--- config.mk ---
export PLATFORM = sky130hd
export DESIGN_NAME = hpra_top
export DESIGN_NICKNAME = d
export VERILOG_FILES = /design/src/rtl/hpra_phy_port.v /design/src/rtl/hpra_top.v
export VERILOG_INCLUDE_DIRS = /design/src /design/src/shared
export SDC_FILE = /design/constraint.sdc
export NUM_CORES = 1
export LEC_CHECK = 0
export ABC_AREA = 0
export BUFFER_PORTS_ARGS = -buffer_cell sky130_fd_sc_hd__buf_4
export CORE_MARGIN = 8
export CORE_UTILIZATION = 49
export DETAILED_ROUTE_END_ITERATION = 10
export PLACE_DENSITY_LB_ADDON = 0.25
export SKIP_LAST_GASP = 1
export SLEW_MARGIN = 20
export SYNTH_ARGS = -nofsm -noshare
export SYNTH_HDL_FRONTEND = slang
export SYNTH_HIERARCHICAL = 1
export SYNTH_SLANG_ARGS = --single-unit
--- constraint.sdc ---
create_clock -name aclk -period 1.8 [get_ports aclk]
set_input_delay 0.36 -clock aclk [delete_from_list [all_inputs] [get_ports aclk]]
set_output_delay 0.36 -clock aclk [all_outputs]
set_load 0.03 [all_outputs]
--- src/shared/hpra_map.vh ---
// Register offsets, field positions and reset values of the PHY access block
`ifndef HPRA_MAP_VH
`define HPRA_MAP_VH

// Printed register indices (byte address is four times the index)
`define HPRA_IDX_ACC_CTRL      4'h6
`define HPRA_IDX_DATA          4'h7
`define HPRA_ADDR_ACC_CTRL     {2'h0, `HPRA_IDX_ACC_CTRL, 2'h0}
`define HPRA_ADDR_DATA         {2'h0, `HPRA_IDX_DATA, 2'h0}

// Access control fields
`define HPRA_DEV_HI            15
`define HPRA_DEV_LO            11
`define HPRA_IDX_HI            10
`define HPRA_IDX_LO            6
`define HPRA_WNR_BIT           1
`define HPRA_BUSY_BIT          0

// Reset values
`define HPRA_RST_FIELD5        5'h00
`define HPRA_RST_DATA          16'h0000

// Response codes
`define HPRA_RESP_OKAY         2'h0
`define HPRA_RESP_SLVERR       2'h2

`endif
--- src/rtl/hpra_phy_port.v ---
// Sequencer driving one access onto the internal PHY register port
module hpra_phy_port (
    input  wire        aclk,
    input  wire        aresetn,
    input  wire        start,
    input  wire        wnr,
    input  wire [4:0]  dev_sel,
    input  wire [4:0]  reg_idx,
    input  wire [15:0] wdata,
    output reg         phy_req_r,
    output reg         phy_we_r,
    output reg  [4:0]  phy_dev_r,
    output reg  [4:0]  phy_idx_r,
    output reg  [15:0] phy_wdata_r,
    input  wire        phy_ack,
    input  wire [15:0] phy_rdata,
    output reg         done_r,
    output reg         done_rd_r,
    output reg  [15:0] rdata_r
);

    // ******************************
    // Request and completion
    // ******************************
    // Request stands until the register set acknowledges it
    always @(posedge aclk) begin
        if (!aresetn) begin
            phy_req_r   <= 1'b0;
            phy_we_r    <= 1'b0;
            phy_dev_r   <= 5'h00;
            phy_idx_r   <= 5'h00;
            phy_wdata_r <= 16'h0000;
            done_r      <= 1'b0;
            done_rd_r   <= 1'b0;
            rdata_r     <= 16'h0000;
        end else begin
            done_r    <= 1'b0;
            done_rd_r <= 1'b0;
            if (start && !phy_req_r) begin
                phy_req_r   <= 1'b1;
                phy_we_r    <= wnr;
                phy_dev_r   <= dev_sel;
                phy_idx_r   <= reg_idx;
                phy_wdata_r <= wdata;
            end else if (phy_req_r && phy_ack) begin
                phy_req_r <= 1'b0;
                done_r    <= 1'b1;
                done_rd_r <= !phy_we_r;
                rdata_r   <= phy_rdata; // Captured with done
            end
        end
    end

endmodule // hpra_phy_port

--- src/rtl/hpra_top.v ---
// AXI4-Lite register front end for host access to internal PHY registers
// Notes on behaviour
// - Bits 10:6 pick the register inside the target device, reset 0.
// - Bit 1 high writes the data register out, low reads into it.
// - Bit 0 stays high for the whole access and clears itself at the end.
// - Read data is only valid once bit 0 has cleared.
// - The data register holds the 16-bit value in bits 15:0, reset 0.
`include "hpra_map.vh"

module hpra_top (
    input  wire        aclk,
    input  wire        aresetn,
    input  wire [7:0]  s_axi_awaddr,
    input  wire        s_axi_awvalid,
    output reg         s_axi_awready,
    input  wire [31:0] s_axi_wdata,
    input  wire [3:0]  s_axi_wstrb,
    input  wire        s_axi_wvalid,
    output reg         s_axi_wready,
    output reg  [1:0]  s_axi_bresp,
    output reg         s_axi_bvalid,
    input  wire        s_axi_bready,
    input  wire [7:0]  s_axi_araddr,
    input  wire        s_axi_arvalid,
    output reg         s_axi_arready,
    output reg  [31:0] s_axi_rdata,
    output reg  [1:0]  s_axi_rresp,
    output reg         s_axi_rvalid,
    input  wire        s_axi_rready,
    output reg         phy_req_r,
    output reg         phy_we_r,
    output reg  [4:0]  phy_dev_r,
    output reg  [4:0]  phy_idx_r,
    output reg  [15:0] phy_wdata_r,
    input  wire        phy_ack,
    input  wire [15:0] phy_rdata
);

    // ******************************
    // Register state
    // ******************************
    reg  [4:0]  target_device_select_r;
    reg  [4:0]  target_register_index_r;
    reg         write_not_read_r;
    reg         access_in_progress_r;
    reg  [15:0] phy_mgmt_data_r;
    reg  [7:0]  aw_addr_r;
    reg         aw_have_r;
    reg  [31:0] w_data_r;
    reg  [3:0]  w_strb_r;
    reg         w_have_r;
    reg         start_r;

    wire        done;
    wire        done_rd;
    wire [15:0] rdata_phy;
    wire        req_o;
    wire        we_o;
    wire [4:0]  dev_o;
    wire [4:0]  idx_o;
    wire [15:0] wd_o;

    wire        wr_go = aw_have_r && w_have_r && !s_axi_bvalid;

    // Merge byte lanes of a write onto an old value
    function [31:0] merge;
        input [31:0] old;
        input [31:0] nw;
        input [3:0]  strb;
        integer i;
        begin
            for (i = 0; i < 4; i = i + 1)
                merge[i*8 +: 8] = strb[i] ? nw[i*8 +: 8] : old[i*8 +: 8];
        end
    endfunction

    // Control register as read back, reserved bits zero
    function [31:0] ctrl_word;
        input [4:0] dev;
        input [4:0] idx;
        input       wnr;
        input       busy;
        begin
            ctrl_word = 32'h0000_0000;
            ctrl_word[`HPRA_DEV_HI:`HPRA_DEV_LO] = dev;
            ctrl_word[`HPRA_IDX_HI:`HPRA_IDX_LO] = idx;
            ctrl_word[`HPRA_WNR_BIT]  = wnr;
            ctrl_word[`HPRA_BUSY_BIT] = busy;
        end
    endfunction

    wire [31:0] ctrl_new = merge(ctrl_word(target_device_select_r,
        target_register_index_r, write_not_read_r, access_in_progress_r),
        w_data_r, w_strb_r);
    wire [31:0] data_new = merge({16'h0000, phy_mgmt_data_r},
        w_data_r, w_strb_r);

    // ******************************
    // Write address and data capture
    // ******************************
    // Either channel may arrive first; each held until the response
    always @(posedge aclk) begin
        if (!aresetn) begin
            s_axi_awready <= 1'b1;
            s_axi_wready  <= 1'b1;
            aw_have_r     <= 1'b0;
            w_have_r      <= 1'b0;
            aw_addr_r     <= 8'h00;
            w_data_r      <= 32'h0000_0000;
            w_strb_r      <= 4'h0;
        end else begin
            if (s_axi_awvalid && s_axi_awready) begin
                aw_have_r     <= 1'b1;
                aw_addr_r     <= s_axi_awaddr;
                s_axi_awready <= 1'b0;
            end
            if (s_axi_wvalid && s_axi_wready) begin
                w_have_r     <= 1'b1;
                w_data_r     <= s_axi_wdata;
                w_strb_r     <= s_axi_wstrb;
                s_axi_wready <= 1'b0;
            end
            if (s_axi_bvalid && s_axi_bready) begin
                aw_have_r     <= 1'b0;
                w_have_r      <= 1'b0;
                s_axi_awready <= 1'b1;
                s_axi_wready  <= 1'b1;
            end
        end
    end

    // ******************************
    // Register update and response
    // ******************************
    // Writes while busy are dropped and answered with an error
    always @(posedge aclk) begin
        if (!aresetn) begin
            target_device_select_r  <= `HPRA_RST_FIELD5;
            target_register_index_r <= `HPRA_RST_FIELD5;
            write_not_read_r        <= 1'b0;
            access_in_progress_r    <= 1'b0;
            phy_mgmt_data_r         <= `HPRA_RST_DATA;
            start_r                 <= 1'b0;
            s_axi_bvalid            <= 1'b0;
            s_axi_bresp             <= `HPRA_RESP_OKAY;
        end else begin
            start_r <= 1'b0;
            if (s_axi_bvalid && s_axi_bready)
                s_axi_bvalid <= 1'b0;
            // Completion clears busy; read data loaded same edge
            if (done) begin
                access_in_progress_r <= 1'b0;
                if (done_rd)
                    phy_mgmt_data_r <= rdata_phy;
            end
            if (wr_go) begin
                s_axi_bvalid <= 1'b1;
                s_axi_bresp  <= `HPRA_RESP_OKAY;
                if (access_in_progress_r &&
                    (aw_addr_r == `HPRA_ADDR_ACC_CTRL ||
                     aw_addr_r == `HPRA_ADDR_DATA)) begin
                    s_axi_bresp <= `HPRA_RESP_SLVERR;
                end else if (aw_addr_r == `HPRA_ADDR_ACC_CTRL) begin
                    target_device_select_r  <=
                        ctrl_new[`HPRA_DEV_HI:`HPRA_DEV_LO];
                    target_register_index_r <=
                        ctrl_new[`HPRA_IDX_HI:`HPRA_IDX_LO];
                    write_not_read_r <= ctrl_new[`HPRA_WNR_BIT];
                    if (ctrl_new[`HPRA_BUSY_BIT]) begin
                        access_in_progress_r <= 1'b1;
                        start_r              <= 1'b1;
                    end
                end else if (aw_addr_r == `HPRA_ADDR_DATA) begin
                    phy_mgmt_data_r <= data_new[15:0];
                end else begin
                    s_axi_bresp <= `HPRA_RESP_SLVERR;
                end
            end
        end
    end

    // ******************************
    // Read channel
    // ******************************
    always @(posedge aclk) begin
        if (!aresetn) begin
            s_axi_arready <= 1'b1;
            s_axi_rvalid  <= 1'b0;
            s_axi_rdata   <= 32'h0000_0000;
            s_axi_rresp   <= `HPRA_RESP_OKAY;
        end else if (s_axi_arvalid && s_axi_arready) begin
            s_axi_arready <= 1'b0;
            s_axi_rvalid  <= 1'b1;
            s_axi_rresp   <= `HPRA_RESP_OKAY;
            case (s_axi_araddr)
                `HPRA_ADDR_ACC_CTRL:
                    s_axi_rdata <= ctrl_word(target_device_select_r,
                        target_register_index_r, write_not_read_r,
                        access_in_progress_r);
                `HPRA_ADDR_DATA:
                    s_axi_rdata <= {16'h0000, phy_mgmt_data_r};
                default: begin
                    s_axi_rdata <= 32'h0000_0000;
                    s_axi_rresp <= `HPRA_RESP_SLVERR;
                end
            endcase
        end else if (s_axi_rvalid && s_axi_rready) begin
            s_axi_rvalid  <= 1'b0;
            s_axi_arready <= 1'b1;
        end
    end

    // ******************************
    // PHY port sequencer
    // ******************************
    hpra_phy_port u_port (
        .aclk        (aclk),
        .aresetn     (aresetn),
        .start       (start_r),
        .wnr         (write_not_read_r),
        .dev_sel     (target_device_select_r),
        .reg_idx     (target_register_index_r),
        .wdata       (phy_mgmt_data_r),
        .phy_req_r   (req_o),
        .phy_we_r    (we_o),
        .phy_dev_r   (dev_o),
        .phy_idx_r   (idx_o),
        .phy_wdata_r (wd_o),
        .phy_ack     (phy_ack),
        .phy_rdata   (phy_rdata),
        .done_r      (done),
        .done_rd_r   (done_rd),
        .rdata_r     (rdata_phy)
    );

    // Output copies registered in the top
    always @(posedge aclk) begin
        if (!aresetn) begin
            phy_req_r   <= 1'b0;
            phy_we_r    <= 1'b0;
            phy_dev_r   <= 5'h00;
            phy_idx_r   <= 5'h00;
            phy_wdata_r <= 16'h0000;
        end else begin
            phy_req_r   <= req_o & ~(phy_req_r & phy_ack);
            phy_we_r    <= we_o;
            phy_dev_r   <= dev_o;
            phy_idx_r   <= idx_o;
            phy_wdata_r <= wd_o;
        end
    end

endmodule // hpra_top

==> results.json <==
{
  "setup_violations": 0,
  "setup_ws_ns": 0.0388,
  "nFillCells": 1076,
  "relSlewSlack": 0.615,
  "hpwlAfterDp_mm": 10.9,
  "startpoint_type": "flip-flop",
  "root_buffer": "clkbuf_16",
  "avgRoutedWirePerCell_microns": 15.7,
  "hold_violations": 0,
  "cp_cell_sequence": "or3b_4, or4_1, buf_6, mux2i_1",
  "async_flop_share": 0,
  "synthesis.area_sq_mm": 0.00638,
  "place_ws_ns": 0.0251,
  "design_area_sq_mm": 0.00787,
  "antenna_cells": 0,
  "io_buffers": 108,
  "crit_type": "flip-flop to flip-flop",
  "multi_input_area_sq_mm": 0.00292,
  "crit_path_end_kind": "flip-flop",
  "dr_total_vias": 4932,
  "regArea_sq_mm": 0.00308,
  "cts_sinks": 154,
  "total_power_mw": 7.57,
  "hold_class": "primary input to flip-flop",
  "htree_levels": 4,
  "place_area_sq_mm": 0.00727,
  "antenna_found_initial": 0,
  "crit_fanout": 16,
  "worstPathRequired_ns": 2.10,
  "drv_slew": 0,
  "finalWirelength_mm": 15.1,
  "synth_top_area_frac": 0.483,
  "setup-tns-final_ns": 0,
  "powerDensity_mw_per_mm2": 961,
  "nNetsFinal": 857,
  "ios": 145,
  "cp_slowest_stage_delay_ns": 0.54,
  "synth_area_per_cell_sq_um": 9.37,
  "syn_inst": 681,
  "rr_endpoint": "phy_mgmt_data_r[9]",
  "coreArea_sq_mm": 0.0127,
  "period_minus_slack_ns": 1.76,
  "yosysTopAreaCell": "dfxtp_1",
  "postRouteAntennaNets": 0,
  "viasPerCell": 5.13,
  "grt_pass1_vias": 4914,
  "worst_slew_pin_slew_ns": 0.578,
  "timing.fmax_mhz": 568,
  "synth_area_leaders": "dfxtp_1 (48%), mux2i_1 (11%), nand2_1 (9.9%)",
  "slowest_stage": "or4_1",
  "drc": 0,
  "fin_cells": 962,
  "clk_pin_slew_ns": 0.06,
  "numCtsBuffers": 17,
  "drv_cap": 0,
  "reg2reg_depth": 4,
  "drtPass1Iterations": 4,
  "final_cell_mix": "nand2_1 (168), dfxtp_1 (154), buf_4 (128)",
  "crit_end": "phy_mgmt_data_r[9]",
  "clk_path_buf_depth": 2,
  "path_depth": 4,
  "grt_pass1_wl_mm": 23.8,
  "irDropWorstVdd_mv": 0.582,
  "postCtsSetupBuffers": 0,
  "grt_overflow": 0,
  "grt.total_usage": 0.180,
  "ys_ff_latch": 154,
  "die_x_microns": 130,
  "die_h_microns": 130,
  "cp_data_arrival_time_ns": 2.06,
  "drive_gt1_frac": 0.244,
  "syn2layout_area_growth_pct": 23.3,
  "final_common_cell": "nand2_1",
  "yosys_warnings": 6,
  "synth_edf_count": 0,
  "place_congestion": 0.788,
  "rrSetupSlack_ns": 0.04,
  "crit_buf_inv": 1,
  "core.rowCount": 41,
  "finClkSkew_ns": 0.0111,
  "power.leakage_nw": 3.26,
  "ys_types": 42,
  "grt_start_max_net_pins": 78,
  "yosysSeqAreaShare": 0.483,
  "first_iter_violations": 343,
  "grt_setup_unrepaired": "yes",
  "start_util": 0.504,
  "numPlacedInstances": 934,
  "timing.critical_path.from": "aw_addr_r[3]",
  "synth-main-ff-cell": "dfxtp_1",
  "timing.rr.start": "aw_addr_r[3]",
  "path_delay_family": "simple AND/OR/NAND/NOR gates",
  "die_area_sq_mm": 0.0169,
  "status": "complete, no violations",
  "cts_tree": "done",
  "fin_crit_sh": 0.978,
  "clk_latency_ns": 0.42
}
cells by family (layout without fill, tap and decap cells):
group | Yosys count | after routing | synth area share
AND/OR/NAND/NOR | 269 | 269 | 0.204
flip-flops | 154 | 154 | 0.483
AO/OA/AOI/OAI | 103 | 103 | 0.108
multiplexers | 83 | 83 | 0.133
buffers and inverters | 71 | 163 | 0.0710
other | 1 | 18 | 0.000587
routing by layer:
layer,GRT usage,vias to the layer above,share of wire
met3,0.0490,22,0.051
met1,0.219,2307,0.46
met5,0,-,0
met4,0.0847,0,0.020
met2,0.291,135,0.47
li1,-,2468,-
cells in the mapped netlist, types with 5 or more instances:
| library cell | n |
|---|---|
| buf_6 | 5 |
| clkbuf_1 | 34 |
| dfxtp_1 | 154 |
| nand2_1 | 168 |
| mux2_2 | 16 |
| and2_1 | 30 |
| nand3_1 | 9 |
| mux2i_1 | 67 |
| buf_4 | 21 |
| nand4_1 | 16 |
| o21ai_0 | 37 |
| o21ai_2 | 10 |
| and3_1 | 18 |
| a21boi_0 | 44 |
worst min path at each step:
stage,to,from,depth (start not counted),slack (ns)
6_report,s_axi_wready,s_axi_wvalid,2,0.14
3_5_place_dp,phy_req_r,phy_req_r,1,0.43
3_3_place_gp,phy_req_r,phy_req_r,1,0.42
5_1_grt,s_axi_wready,s_axi_wvalid,2,0.14
2_1_floorplan,u_port/phy_dev_r[0],u_port/phy_dev_r[0],2,0.43
4_1_cts,s_axi_wready,s_axi_wvalid,2,0.13
what timing repair did:
action                                  in CTS  in global routing
hold buffers                                 0                  0
endpoints found under the setup margin       0                 17
resized for setup                            0                  3
hold endpoints to repair                     0                  0
flip-flops by register name, summed over array words and instances (netlist names), 2 cells and up:
register,count
w_data_r,16
u_port/phy_wdata_r,16
u_port/rdata_r,16
w_strb_r,2
target_register_index_r,5
target_device_select_r,5
aw_addr_r,8
phy_dev_r,5
phy_wdata_r,16
phy_idx_r,5
s_axi_rdata,16
u_port/phy_dev_r,5
phy_mgmt_data_r,16
u_port/phy_idx_r,5
power breakdown:
group | total [mW] | switching, mW | internal (mW)
clock | 3.62 | 1.33 | 2.29
combinational | 0.446 | 0.260 | 0.186
sequential | 3.50 | 0.0455 | 3.46
metrics by stage:
step                      hold slack [ns]   util
after CTS                           0.128  0.621
after global routing                0.143  0.621
after global placement              0.416  0.573
final                               0.137  0.621
after detailed placement            0.426  0.573
after floorplan                     0.430      -
final cells by class:
class                           count  share of cell area
Clock buffer                       21              0.0610
Clock inverter                      7              0.0149
Inverter                            2            0.000953
Multi-Input combinational cell    473               0.371
Sequential cell                   154               0.392
Tap cell                          172              0.0273
Timing Repair Buffer              133               0.134
(Power assumes the default switching activity.)
